$ cat src/pds_pkg.sv
package pds_pkg;
  // register offsets (byte addresses on the register port)
  localparam logic [11:0] PORT0_DRIVE_CTRL_A_OFS = 12'h0EC;
  localparam logic [11:0] PORT0_DRIVE_CTRL_B_OFS = 12'h0F0;
  localparam logic [11:0] PORT1_DRIVE_CTRL_A_OFS = 12'h0F8;
  // field layout
  localparam int FLD_W = 3;
  localparam int LO_FLD_LSB = 0;
  localparam int HI_FLD_LSB = 4;
  // reset values
  localparam logic [7:0] DRIVE_CTRL_RST = 8'h44;
  localparam logic [2:0] FLD_RST = 3'h4;
  // fixed reserved read values
  localparam logic [2:0] B_RES_HI_VAL = 3'h4;
  localparam logic [7:0] RD_UNMAPPED = 8'h00;
  // driver-mode codes
  localparam logic [2:0] MODE_STRONG_SHARP = 3'h0;
  localparam logic [2:0] MODE_STRONG_MED = 3'h1;
  localparam logic [2:0] MODE_STRONG_SOFT = 3'h2;
  localparam logic [2:0] MODE_WEAK_A = 3'h3;
  localparam logic [2:0] MODE_WEAK_B = 3'h7;
  localparam int NUM_FIELDS = 5;

  // decoded driver class handed to the pads
  typedef enum logic [2:0] {
    PDS_DRV_STRONG_SHARP,
    PDS_DRV_STRONG_MED,
    PDS_DRV_STRONG_SOFT,
    PDS_DRV_WEAK,
    PDS_DRV_MEDIUM
  } pds_drv_e;
endpackage : pds_pkg

$ cat src/pds_top.sv
// Our own choice: the plain strobed port.
`timescale 1ns/1ps
// Contract
// - 0x0F0 bits 2:0 hold a read-write mode field for port 0 pin 4.
// - 0x0F8 bits 6:4 hold a read-write mode field for port 1 pin 1.
// - 0x0F8 bits 2:0 hold a read-write mode field for port 1 pin 0.
// - On the 0x0EC low field, codes 0,1,2 pick strong sharp, medium, soft edges.
// - Codes 011 and 111 pick weak; 100, 101, 110 pick medium, on the 0x0EC low field, the only decoded one.
// - Single reserved bits 7 and 3 read as zero; software writes zero.
// - Bits 6:4 at 0x0F0 read as 100; software writes 100.
// - All three registers reset to 0x44, every field to medium.
module pds_top (
  input wire logic i_clk,
  input wire logic i_sys_rst,
  input wire logic [11:0] i_addr,
  input wire logic [7:0] i_wdata,
  input wire logic i_wr,
  input wire logic i_rd,
  output logic [7:0] o_rdata,
  output logic [2:0] o_p0_pin2_drive_sel,
  output logic [2:0] o_p0_pin3_drive_sel,
  output logic [2:0] o_p0_pin4_drive_sel,
  output logic [2:0] o_p1_pin0_drive_sel,
  output logic [2:0] o_p1_pin1_drive_sel,
  output logic [2:0] o_p0_pin2_drive_cls
);
  // field index: 0 p0.2, 1 p0.3, 2 p0.4, 3 p1.0, 4 p1.1
  logic [2:0] fld_q [pds_pkg::NUM_FIELDS];
  logic [pds_pkg::NUM_FIELDS-1:0] fld_we;
  logic [2:0] fld_wdata [pds_pkg::NUM_FIELDS];
  logic sel_a;
  logic sel_b;
  logic sel_c;
  logic [7:0] rdata_d;
  logic [7:0] rdata_q;
  pds_pkg::pds_drv_e cls_d;
  logic [2:0] cls_q;

  // address decode; only the coded offsets are mapped
  assign sel_a = (i_addr == pds_pkg::PORT0_DRIVE_CTRL_A_OFS);
  assign sel_b = (i_addr == pds_pkg::PORT0_DRIVE_CTRL_B_OFS);
  assign sel_c = (i_addr == pds_pkg::PORT1_DRIVE_CTRL_A_OFS);

  // write enables per field; reserved bit lanes never reach storage
  assign fld_we[0] = i_wr && sel_a;
  assign fld_we[1] = i_wr && sel_a;
  assign fld_we[2] = i_wr && sel_b;
  assign fld_we[3] = i_wr && sel_c;
  assign fld_we[4] = i_wr && sel_c;
  assign fld_wdata[0] = i_wdata[pds_pkg::LO_FLD_LSB +: pds_pkg::FLD_W];
  assign fld_wdata[1] = i_wdata[pds_pkg::HI_FLD_LSB +: pds_pkg::FLD_W];
  assign fld_wdata[2] = i_wdata[pds_pkg::LO_FLD_LSB +: pds_pkg::FLD_W];
  assign fld_wdata[3] = i_wdata[pds_pkg::LO_FLD_LSB +: pds_pkg::FLD_W];
  assign fld_wdata[4] = i_wdata[pds_pkg::HI_FLD_LSB +: pds_pkg::FLD_W];

  // one storage cell per field, all reset to medium
  genvar gi;
  generate
    for (gi = 0; gi < pds_pkg::NUM_FIELDS; gi++) begin : g_fld
      pds_field u_fld (
        .i_clk(i_clk),
        .i_sys_rst(i_sys_rst),
        .i_we(fld_we[gi]),
        .i_wdata(fld_wdata[gi]),
        .o_q(fld_q[gi])
      );
    end
  endgenerate

  // read mux; reserved single bits read zero, 0x0F0 bits 6:4 read 100
  always_comb begin
    rdata_d = pds_pkg::RD_UNMAPPED;
    if (sel_a) begin
      rdata_d = {1'b0, fld_q[1], 1'b0, fld_q[0]};
    end else if (sel_b) begin
      rdata_d = {1'b0, pds_pkg::B_RES_HI_VAL, 1'b0, fld_q[2]};
    end else if (sel_c) begin
      rdata_d = {1'b0, fld_q[4], 1'b0, fld_q[3]};
    end
  end

  // read data stand only in the cycle after the strobe, zero otherwise
  always_ff @(posedge i_clk or posedge i_sys_rst) begin
    if (i_sys_rst) begin
      rdata_q <= pds_pkg::RD_UNMAPPED;
    end else if (i_rd) begin
      rdata_q <= rdata_d;
    end else begin
      rdata_q <= pds_pkg::RD_UNMAPPED;
    end
  end
  assign o_rdata = rdata_q;

  // decoded class for the only strong-capable pin in this set
  pds_decode u_dec (
    .i_code(fld_q[0]),
    .i_strong_ok(1'b1),
    .o_drv(cls_d)
  );

  always_ff @(posedge i_clk or posedge i_sys_rst) begin
    if (i_sys_rst) begin
      cls_q <= 3'(pds_pkg::PDS_DRV_MEDIUM);
    end else begin
      cls_q <= 3'(cls_d);
    end
  end
  assign o_p0_pin2_drive_cls = cls_q;

  // stored fields drive the pads straight from their flops
  assign o_p0_pin2_drive_sel = fld_q[0];
  assign o_p0_pin3_drive_sel = fld_q[1];
  assign o_p0_pin4_drive_sel = fld_q[2];
  assign o_p1_pin0_drive_sel = fld_q[3];
  assign o_p1_pin1_drive_sel = fld_q[4];
endmodule : pds_top

$ cat src/pds_field.sv
`timescale 1ns/1ps
// one 3-bit driver-mode field, reset to the medium code
module pds_field (
  input wire logic i_clk,
  input wire logic i_sys_rst,
  input wire logic i_we,
  input wire logic [2:0] i_wdata,
  output logic [2:0] o_q
);
  always_ff @(posedge i_clk or posedge i_sys_rst) begin
    if (i_sys_rst) begin
      o_q <= pds_pkg::FLD_RST;
    end else if (i_we) begin
      o_q <= i_wdata;
    end
  end
endmodule : pds_field

$ cat src/pds_decode.sv
`timescale 1ns/1ps
// maps a driver-mode code to its driver class
module pds_decode (
  input wire logic [2:0] i_code,
  input wire logic i_strong_ok,
  output pds_pkg::pds_drv_e o_drv
);
  always_comb begin
    unique case (i_code)
      pds_pkg::MODE_STRONG_SHARP: o_drv = pds_pkg::PDS_DRV_STRONG_SHARP;
      pds_pkg::MODE_STRONG_MED: o_drv = pds_pkg::PDS_DRV_STRONG_MED;
      pds_pkg::MODE_STRONG_SOFT: o_drv = pds_pkg::PDS_DRV_STRONG_SOFT;
      pds_pkg::MODE_WEAK_A, pds_pkg::MODE_WEAK_B: o_drv = pds_pkg::PDS_DRV_WEAK;
      default: o_drv = pds_pkg::PDS_DRV_MEDIUM;
    endcase
    // codes 0..2 are unused on pins lacking a strong driver; fall back to medium
    if (!i_strong_ok && (i_code < pds_pkg::MODE_WEAK_A)) begin
      o_drv = pds_pkg::PDS_DRV_MEDIUM;
    end
  end
endmodule : pds_decode

$ cat config.mk
export PLATFORM = sky130hd
export DESIGN_NAME = pds_top
export DESIGN_NICKNAME = d
export VERILOG_FILES = /design/src/pds_pkg.sv /design/src/pds_top.sv /design/src/pds_field.sv /design/src/pds_decode.sv
export SDC_FILE = /design/constraint.sdc
export NUM_CORES = 1
export LEC_CHECK = 0
export BUFFER_PORTS_ARGS = -buffer_cell sky130_fd_sc_hd__buf_2
export CAP_MARGIN = 40
export CORE_MARGIN = 2
export CORE_UTILIZATION = 45
export DETAILED_ROUTE_END_ITERATION = 8
export GPL_ROUTABILITY_DRIVEN = 0
export PLACE_DENSITY = 0.78
export SETUP_SLACK_MARGIN = 0.1
export SLEW_MARGIN = 40
export SYNTH_ARGS = -nofsm -noshare
export SYNTH_HDL_FRONTEND = slang
export SYNTH_SLANG_ARGS = --single-unit
export TNS_END_PERCENT = 5
$ cat constraint.sdc
create_clock -name i_clk -period 1 [get_ports i_clk]
set_input_delay 0.1 -clock i_clk [delete_from_list [all_inputs] [get_ports i_clk]]
set_output_delay 0.1 -clock i_clk [all_outputs]
set_load 0.01 [all_outputs]
After elaboration in Yosys (flattened, before gate mapping)
Index checks and enable logic that the tools add are counted.
{ "word_totals": {"ff_bits": 26} }
{ "op_classes": {"eq_ne": 7, "reduce_logical": 5, "mux": 5} }
{ "op_table": {"columns": ["op", "count"], "rows": [
  ["$eq 12x8->1 const B", 3],
  ["$mux 7", 3],
  ["$pmux 3 s4", 1],
  ["$mux 8", 1],
  ["$eq 3x2->1 const B", 2],
  ["$eq 3x1->1 const B", 1],
  ["$eq 3x3->1 const B", 1],
  ["$logic_and 1x1->1", 3],
  ["$logic_not 3->1", 1],
  ["$reduce_or 2->1", 1]
]} }

Depth between registers and ports, before layout
Gate-level depths: netlist (run 1).
{ "logic_depth": {"word_depth": 5, "depth_mapped": 3} }

By module
Synthesis (run 1) repeated with hierarchy kept, for this count alone.
{ "hier_totals": {"cells_unflattened": 90, "area_unflattened_um2": 1092.3} }
{ "modules_own_cells": {"columns": ["module", "cells_each", "area_per_inst_um2", "instances"], "rows": [
  ["pds_field", 7, 113.9, 5],
  ["pds_top", 51, 489.2, 1],
  ["pds_decode", 4, 33.8, 1]
]} }

Least setup slack after synthesis (run 1)
Ideal clock, no wire load.
{ "synth_path": {"kind": "input to register", "start": "input port i_addr[9]", "end": "register g_fld[0].u_fld.o_q[0]", "slack_ps": -155, "path_buffers": 0, "cell_stages": 3, "arrival_time_ps": 1030, "cell_sequence": "nor4_4 > nand4_1 > mux2_2"} }
{ "synth_between": {"elab_chain_len": 2} }
{ "synth_lines": {"columns": ["element", "line_no", "text"], "rows": [
  ["from (decl)", "pds_top.sv:15", "input wire logic [11:0] i_addr,"],
  ["$eq 12x8->1", "pds_top.sv:40", "assign sel_a = (i_addr == pds_pkg::PORT0_DRIVE_CTRL_A_OFS);"],
  ["$logic_and 1x1->1", "pds_top.sv:45", "assign fld_we[0] = i_wr && sel_a;"],
  ["to (signal assigned)", "pds_field.sv:12", "o_q <= pds_pkg::FLD_RST;"],
  ["to (signal assigned)", "pds_field.sv:14", "o_q <= i_wdata;"],
  ["to (decl)", "pds_field.sv:8", "output logic [2:0] o_q"]
]} }
No other way between the ends.
A chain may end at the register's enable or synchronous reset.

Worst setup path in the final report (run 1)
{ "layout_path": {"start": "register g_fld[0].u_fld.o_q[2]", "end": "output port o_p0_pin2_drive_sel[2]"} }
{ "layout_rtl": {"columns": ["element", "line_no", "text"], "rows": [
  ["to (decl)", "pds_top.sv:20", "output logic [2:0] o_p0_pin2_drive_sel,"]
]} }
No word-level cell between the ends.

==> flow_summary.json, run 1 <==
{
  "ys_seq_area_share_pct": 57.7,
  "crit_type": "reg -> out",
  "die_x_um": 52.4,
  "async_flop_share_pct": 100,
  "post_drt_via_cell_ratio": 5.16,
  "setup_slack_ps": -145,
  "cap_viol_max_count": 0,
  "synth_edf_count": 0,
  "leakage_nw": 0.810,
  "layout_common_cells": "buf_2, dfrtp_1, buf_6",
  "min_path_type": "in -> reg",
  "crit_path_start_kind": "register",
  "ys_warn_count": 0,
  "skew_ps": 7.74,
  "grt_overflow": 0,
  "grt_max_degree": 25,
  "numClockSinks": 24,
  "hpwl_um": 1800,
  "final_cells": 168,
  "violations": "negative setup slack",
  "setup_viol": 10,
  "hold_viol_final": 0,
  "postSynthAreaPerCell_um2": 13.5,
  "clockBufferDepth": 2,
  "cts_tree": "built",
  "arrival_ps": 1040,
  "antenna_found_initial": 0,
  "cpPeakStageDelay_ps": 560,
  "start_util_pct": 47.6,
  "core.rowCount": 17,
  "status": "finished, violations left",
  "worst-path-max-fanout": 2,
  "cp_slowest_cell": "dfstp_2",
  "grtUsageTotal_pct": 19.9,
  "rsz0062_at_grt": "yes",
  "ir_worst_vdd_mv": 0.827,
  "pre_cts_ws_ps": -349,
  "fmax_ghz": 0.873,
  "drc": 0,
  "dieHeight_um": 52.4,
  "drt_wl_total_um": 2490,
  "num-nets-final": 165,
  "routed-via-count": 867,
  "timing.final.crit_share_pct": 114,
  "htreeDepth": 1,
  "area_growth_pct": 45.1,
  "finalMaxSlewViolations": 0,
  "ant_nets": 0,
  "layout_commonest_cell": "buf_2",
  "end_kind": "output port",
  "synthTopCellsByArea": "dfrtp_1, mux2_2, dfstp_2, mux2i_1, o32ai_1",
  "drive_gt1_share_pct": 62.1,
  "dp.cells": 161,
  "die_area_um2": 2740,
  "synthDistinctLibCells": 24,
  "synthFlopType": "dfrtp_1",
  "synth_top_area_share_pct": 42.8,
  "path_clk_slew_ps": 120,
  "root_buffer": "clkbuf_4",
  "grt_pass1_wl_um": 3960,
  "numCtsBuffers": 3,
  "cpMostUsedCell": "buf_6",
  "clock_insertion_delay_worst_skew_ps": 300,
  "synth-seq-cells": 24,
  "min_period_ps": 1140,
  "drt_iter0_drc": 13,
  "setup_tns_ps": -655,
  "syn_area_um2": 1050,
  "routedWlPerCell_um": 14.8,
  "numPortBuffers": 45,
  "cp_cell_sequence": "buf_6 -> buf_6",
  "powerDensity_nw_per_um2": 1010,
  "fp.coreArea_um2": 2210,
  "ios": 50,
  "first_pass_iters": 4,
  "worstPathRequired_ps": 900,
  "netlist_instances": 78,
  "synth_area_leader_cell": "dfrtp_1",
  "diodes": 0,
  "p_total_mw": 1.54,
  "grt_pass1_vias": 862
}
[report_power, final]
group / total [mW] / switching, mW / internal (mW) / leakage [nW]
Clock: 0.419 / 0.263 / 0.155 / 0.0150
Sequential: 0.978 / 0.00262 / 0.976 / 0.313
Combinational: 0.146 / 0.0727 / 0.0734 / 0.482
[synthesized netlist by cell type, types with 2 or more instances]
cell type	count
dfrtp_1	18
a21oi_1	2
a22oi_1	2
and4b_1	2
mux2i_1	3
nand4_1	4
inv_1	6
o32ai_1	3
nor2_1	3
dfstp_2	6
mux2_2	15
buf_4	2
[critical path, delay by kind of cell, from the launching register on]
kind	cells	cell delay, ps
buf+inv	2	190
flops	1	560
[worst paths after layout]
kind                       slack, ps                         startpoint  cells after the start                                end
min in group asynchronous        360                          i_sys_rst                      4               o_rdata[2]$_DFF_PP0_
max in group asynchronous        350                          i_sys_rst                      4  g_fld[2].u_fld.o_q[2]$_DFFE_PP1P_
max                             -140  g_fld[0].u_fld.o_q[2]$_DFFE_PP1P_                      2             o_p0_pin2_drive_sel[2]
max reg2reg                      -80  g_fld[0].u_fld.o_q[2]$_DFFE_PP1P_                      4   o_p0_pin2_drive_cls[2]$_DFF_PP1_
min reg2reg                      500  g_fld[0].u_fld.o_q[1]$_DFFE_PP0P_                      1   o_p0_pin2_drive_cls[2]$_DFF_PP1_
min                               30                         i_wdata[5]                      2  g_fld[4].u_fld.o_q[1]$_DFFE_PP0P_
[timing repair]
| action | in CTS | in global routing |
|---|---|---|
| resized for setup | 17 | 4 |
| hold endpoints to repair | 18 | 0 |
| pin swaps | 4 | 2 |
| buffers inserted | 1 | 1 |
| hold buffers | 1 | 0 |
| endpoints found under the setup margin | 39 | 46 |
[stage by stage]
stage / utilization (%) / area [µm²] / hold slack (ps)
finish: 69.1 / 1530 / 32.7
global placement: 62.6 / 1390 / 144
detailed placement: 62.6 / 1390 / 157
floorplan: - / 1060 / 110
global route: 69.1 / 1530 / 9.73
CTS: 68.3 / 1510 / 25.9
[area by class of cell]
class / count / area (µm²)
Clock buffer: 4 / 26.3
Fill cell: 176 / 683
Sequential cell: 24 / 608
Multi-Input combinational cell: 47 / 439
Timing Repair Buffer: 59 / 398
Tap cell: 28 / 35.0
Inverter: 6 / 22.5
[sequential cells by signal, indices dropped and copies added (netlist names)]
signal and count:
o_rdata 6, g_fld.u_fld.o_q 15, o_p0_pin2_drive_cls 3
[cell families (layout without fill, tap and decap cells)]
logic type	count (synthesis)	after routing	share of synthesized area [%]
compound gates	10	10	6.77
buf+inv	8	69	3.56
flops	24	24	57.7
mux	18	18	18.9
other cells	1	2	0.356
simple gates	17	17	12.7
[metal layers]
metal  wire [µm]  vias up  track usage [%]
met2        1320       23             34.0
li1            -      410                -
met3         106        4             4.29
met1        1040      430             24.3
met4          27        0             7.69
met5           0        -                0
No activity file was read; power rests on OpenSTA's default activity.
==> run 2, diff against run 1 <==
--- a/config.mk
+++ b/config.mk
@@ -13,6 +13,7 @@
 export GPL_ROUTABILITY_DRIVEN = 0
 export PLACE_DENSITY = 0.78
 export SETUP_SLACK_MARGIN = 0.1
+export SKIP_CTS_REPAIR_TIMING = 1
 export SLEW_MARGIN = 40
 export SYNTH_ARGS = -nofsm -noshare
 export SYNTH_HDL_FRONTEND = slang
==> run 2 against run 1 <==
  * The run still ends with negative setup slack left
  * Register-to-register slack gained 90 ps
  * Combinational power shrank 5%
  * Critical path depth is the same
  * First-iteration DRC count shrank 23%
  * Final area shrank 2.2%
  * Non-clock buffer count grew 1
  * Clock skew grew 2.2 ps
  * Core utilization shrank 1.5 points
  * Critical endpoint unchanged
  * Largest cell class unchanged
  * Highest routed layer unchanged
==> flow_summary.json, run 2 (synthesis gave the netlist of run 1 again) <==
{
  "rrSetupSlack_ps": 10,
  "hp-start": "i_wdata[5]",
  "grt_pass1_wl_um": 3650,
  "routed-via-count": 867,
  "reg2reg_depth": 4,
  "setup_slack_ps": -148,
  "antenna_found_initial": 0,
  "first_pass_iters": 3,
  "die_x_um": 52.4,
  "finish.utilization_pct": 67.6,
  "num-nets-final": 166,
  "core.rowCount": 17,
  "min_path_type": "in -> reg",
  "finalMaxSlewViolations": 0,
  "layout_commonest_cell": "buf_2",
  "start_util_pct": 47.6,
  "drt_iter0_drc": 10,
  "cpPeakStageDelay_ps": 560,
  "p_int_mw": 1.20,
  "leakage_nw": 0.796,
  "p_total_mw": 1.53,
  "hpwl_um": 1800,
  "dp.cells": 161,
  "drt_wl_total_um": 2360,
  "p_clk_share_pct": 27.1,
  "clockBufferDepth": 2,
  "worstPathRequired_ps": 900,
  "ios": 50,
  "timing.final.crit_share_pct": 115,
  "fp.coreArea_um2": 2210,
  "crit_path_start_kind": "register",
  "setup_viol": 8,
  "min_period_ps": 1150,
  "clock_insertion_delay_worst_skew_ps": 300,
  "pre_cts_ws_ps": -349,
  "setup_tns_ps": -536,
  "dieHeight_um": 52.4,
  "timing.hold.ws_ps": 31.8,
  "crit_type": "reg -> out",
  "worstMarginPinSlew_ps": 513,
  "violations": "negative setup slack",
  "fmax_ghz": 0.871,
  "die_area_um2": 2740,
  "combPwrFrac_pct": 9.1,
  "status": "finished, violations left",
  "hold_viol_final": 0,
  "design_area_um2": 1500,
  "arrival_ps": 1050,
  "switching_share_pct": 21.8,
  "p_switching_mw": 0.335,
  "grt_max_degree": 25,
  "layout_common_cells": "buf_2, dfrtp_1, mux2_2",
  "diodes": 0,
  "numPortBuffers": 45,
  "largest_reg_flops": 15,
  "grt_overflow": 0,
  "cpMostUsedCell": "buf_6",
  "ir_worst_vdd_mv": 0.784,
  "numCtsBuffers": 3,
  "post_dp_cell_area_um2": 1390,
  "cp_slowest_cell": "dfstp_2",
  "sequentialPowerShare_pct": 63.8,
  "fillers": 175,
  "numClockSinks": 24,
  "holdPathStages": 2,
  "hold_path_end": "g_fld[4].u_fld.o_q[1]$_DFFE_PP0P_",
  "drive_gt1_share_pct": 61.7,
  "multi_input_area_um2": 420,
  "relSlewSlack_pct": 65.4,
  "rsz0062_at_grt": "yes",
  "final_cells": 169,
  "ant_nets": 0,
  "root_buffer": "clkbuf_4",
  "area_growth_pct": 41.9,
  "regArea_um2": 608,
  "r2r_start": "g_fld[0].u_fld.o_q[2]$_DFFE_PP1P_",
  "powerDensity_nw_per_um2": 1030,
  "skew_ps": 9.95,
  "htreeDepth": 1,
  "grt_pass1_vias": 859,
  "regMostFlops": "g_fld.u_fld.o_q",
  "path_clk_slew_ps": 120,
  "cts_tree": "built",
  "end_kind": "output port",
  "cap_viol_max_count": 0,
  "drc": 0,
  "cp_cell_sequence": "buf_6 -> buf_6",
  "routedWlPerCell_um": 14.0,
  "grtUsageTotal_pct": 18.2,
  "post_drt_via_cell_ratio": 5.13,
  "worst-path-max-fanout": 3,
  "reg2reg_to": "o_p0_pin2_drive_cls[0]$_DFF_PP0_"
}
## run 2: cell type report
class,instances,share of cell area [%]
sequential,24,40.7
clock buffer,4,1.76
tap,28,2.34
timing repair buffer,60,25.6
inverter,6,1.51
multi-input combinational,47,28.1
## run 2: power groups by stage
| stage | Clock (mW) | Sequential, mW | Combinational (mW) |
|---|---|---|---|
| 2_1_floorplan | 0 | 0.997 | 0.0477 |
| 3_3_place_gp | 0 | 0.995 | 0.127 |
| 3_5_place_dp | 0 | 0.995 | 0.134 |
| 4_1_cts | 0.431 | 0.978 | 0.134 |
| 5_1_grt | 0.485 | 0.979 | 0.155 |
| 6_report | 0.416 | 0.978 | 0.139 |
## run 2: worst max-delay path, delay by kind of cell, from the launching register on
family | cells | cell delay, ps
buffers and inverters | 2 | 190
DFF | 1 | 560
## run 2: routing by layer
layer	part of all wire, %	GRT usage, %	routed length (µm)	up-vias
met5	0	0	0	-
met4	1.0	8.12	24	0
met3	4.7	3.43	111	4
met2	54	32.1	1270	25
met1	41	21.2	959	422
li1	-	-	-	416
## run 2: how the worst max path moves through the flow
stage,startpoint,cells after the start,to,slack (ps)
after floorplan,i_addr[9],3,g_fld[0].u_fld.o_q[0]$_DFFE_PP0P_,-150
after global placement,i_addr[9],5,g_fld[2].u_fld.o_q[1]$_DFFE_PP0P_,-300
after detailed placement,i_addr[9],5,g_fld[2].u_fld.o_q[1]$_DFFE_PP0P_,-350
after CTS,g_fld[0].u_fld.o_q[2]$_DFFE_PP1P_,2,o_p0_pin2_drive_sel[2],-200
after global routing,g_fld[0].u_fld.o_q[2]$_DFFE_PP1P_,2,o_p0_pin2_drive_sel[2],-190
final,g_fld[0].u_fld.o_q[2]$_DFFE_PP1P_,2,o_p0_pin2_drive_sel[2],-150
==> run 3, diff against run 2 <==
--- a/config.mk
+++ b/config.mk
@@ -7,7 +7,7 @@
 export LEC_CHECK = 0
 export BUFFER_PORTS_ARGS = -buffer_cell sky130_fd_sc_hd__buf_2
 export CAP_MARGIN = 40
-export CORE_MARGIN = 2
+export CORE_MARGIN = 10
 export CORE_UTILIZATION = 45
 export DETAILED_ROUTE_END_ITERATION = 8
 export GPL_ROUTABILITY_DRIVEN = 0
==> run 3 against run 2 <==
  * The run still ends with negative setup slack left
  * Flip-flop and latch count stayed put
  * Largest cell class unchanged
  * Combinational power about the same
  * Sequential power is essentially flat
==> flow_summary.json, run 3 (synthesis gave the netlist of run 1 again) <==
{
  "antenna_found_initial": 0,
  "clock_insertion_delay_worst_skew_ps": 310,
  "setup_slack_ps": -180,
  "first_pass_iters": 4,
  "fp.coreArea_um2": 2210,
  "hold_viol_final": 0,
  "post_drt_via_cell_ratio": 5.37,
  "layout_common_cells": "buf_2, dfrtp_1, mux2_2",
  "clockBufferDepth": 2,
  "regMostFlops": "g_fld.u_fld.o_q",
  "drive_gt1_share_pct": 61.2,
  "finish.utilization_pct": 69.6,
  "numCtsBuffers": 3,
  "grt_pass1_vias": 1003,
  "routed-via-count": 897,
  "grtUsageTotal_pct": 12.2,
  "largest_reg_flops": 15,
  "crit_type": "reg -> out",
  "powerDensity_nw_per_um2": 1180,
  "drc": 0,
  "area_growth_pct": 46.2,
  "rsz0062_at_grt": "yes",
  "htreeDepth": 1,
  "violations": "negative setup slack",
  "crit_path_start_kind": "register",
  "ant_nets": 0,
  "ios": 50,
  "fillers": 166,
  "setup_viol": 11,
  "fmax_ghz": 0.848,
  "drt_iter0_drc": 32,
  "min_period_ps": 1180,
  "leakage_nw": 0.802,
  "die_area_um2": 4680,
  "ir_worst_vdd_mv": 0.928,
  "grt_pass1_wl_um": 4390,
  "path_clk_slew_ps": 130,
  "num-nets-final": 164,
  "diodes": 0,
  "root_buffer": "clkbuf_4",
  "skew_ps": 4.09,
  "grt_max_degree": 25,
  "layout_commonest_cell": "buf_2",
  "cts_tree": "built",
  "finalMaxSlewViolations": 0,
  "arrival_ps": 1080,
  "dieHeight_um": 68.4,
  "numClockSinks": 24,
  "core.rowCount": 17,
  "worstPathRequired_ps": 900,
  "hpwl_um": 2200,
  "timing.hold.ws_ps": 21.9,
  "die_x_um": 68.4,
  "min_path_type": "in -> reg",
  "cap_viol_max_count": 0,
  "timing.final.crit_share_pct": 118,
  "numPortBuffers": 45,
  "end_kind": "output port",
  "drt_wl_total_um": 2920,
  "status": "finished, violations left",
  "routedWlPerCell_um": 17.5,
  "worst-path-max-fanout": 4,
  "grt_overflow": 0,
  "setup_tns_ps": -827,
  "start_util_pct": 47.6
}
run 3: cell types whose count changed in the layout (fill, tap and decap cells not counted), sizes merged:
cell | previous run | this run
bufinv | 0 | 1
clkbuf | 4 | 3
buf | 59 | 57
run 3: worst paths after layout:
check	from	end	slack, ps	cells after the start
max	g_fld[0].u_fld.o_q[2]$_DFFE_PP1P_	o_p0_pin2_drive_sel[2]	-180	2
min	i_wdata[5]	g_fld[4].u_fld.o_q[1]$_DFFE_PP0P_	20	2
max reg2reg	g_fld[2].u_fld.o_q[2]$_DFFE_PP1P_	o_rdata[2]$_DFF_PP0_	20	2
min reg2reg	g_fld[0].u_fld.o_q[1]$_DFFE_PP0P_	o_p0_pin2_drive_cls[2]$_DFF_PP1_	520	1
max in group asynchronous	i_sys_rst	g_fld[4].u_fld.o_q[2]$_DFFE_PP1P_	370	4
min in group asynchronous	i_sys_rst	o_rdata[1]$_DFF_PP0_	350	4
run 3: through the flow:
| stage | std cells | instance area, µm² | worst slack (ps) | power, mW |
|---|---|---|---|---|
| 2_1_floorplan | 79 | 1060 | -155 | 1.04 |
| 3_3_place_gp | 161 | 1390 | -306 | 1.12 |
| 3_5_place_dp | 161 | 1390 | -357 | 1.13 |
| 4_1_cts | 165 | 1440 | -232 | 1.82 |
| 5_1_grt | 167 | 1540 | -237 | 1.89 |
| 6_report | 167 | 1540 | -180 | 1.82 |
run 3: layer usage:
metal	part of all wire [%]	vias up	track usage [%]
met5	0	-	0
met3	6.3	4	3.10
met2	57	38	22.5
met4	1.1	0	6.53
met1	36	447	12.3
li1	-	408	-
run 3: final cells by class:
type | instances | area (µm²) | area share (%)
Timing Repair Buffer | 58 | 405 | 26.3
Clock inverter | 1 | 30.0 | 1.95
Sequential cell | 24 | 608 | 39.5
Clock buffer | 3 | 22.5 | 1.46
Multi-Input combinational cell | 47 | 417 | 27.1
Tap cell | 28 | 35.0 | 2.27
Inverter | 6 | 22.5 | 1.46
run 3: critical path, cell delays in order, from the launching register on:
cell	delay [ps]
dfstp_2	560
buf_6	110
buf_6	100
run 3: where the power goes:
group	leakage (nW)	internal, mW	switching (mW)
registers	0.313	0.976	0.00269
clock network	0.0279	0.405	0.291
logic	0.460	0.0678	0.0737
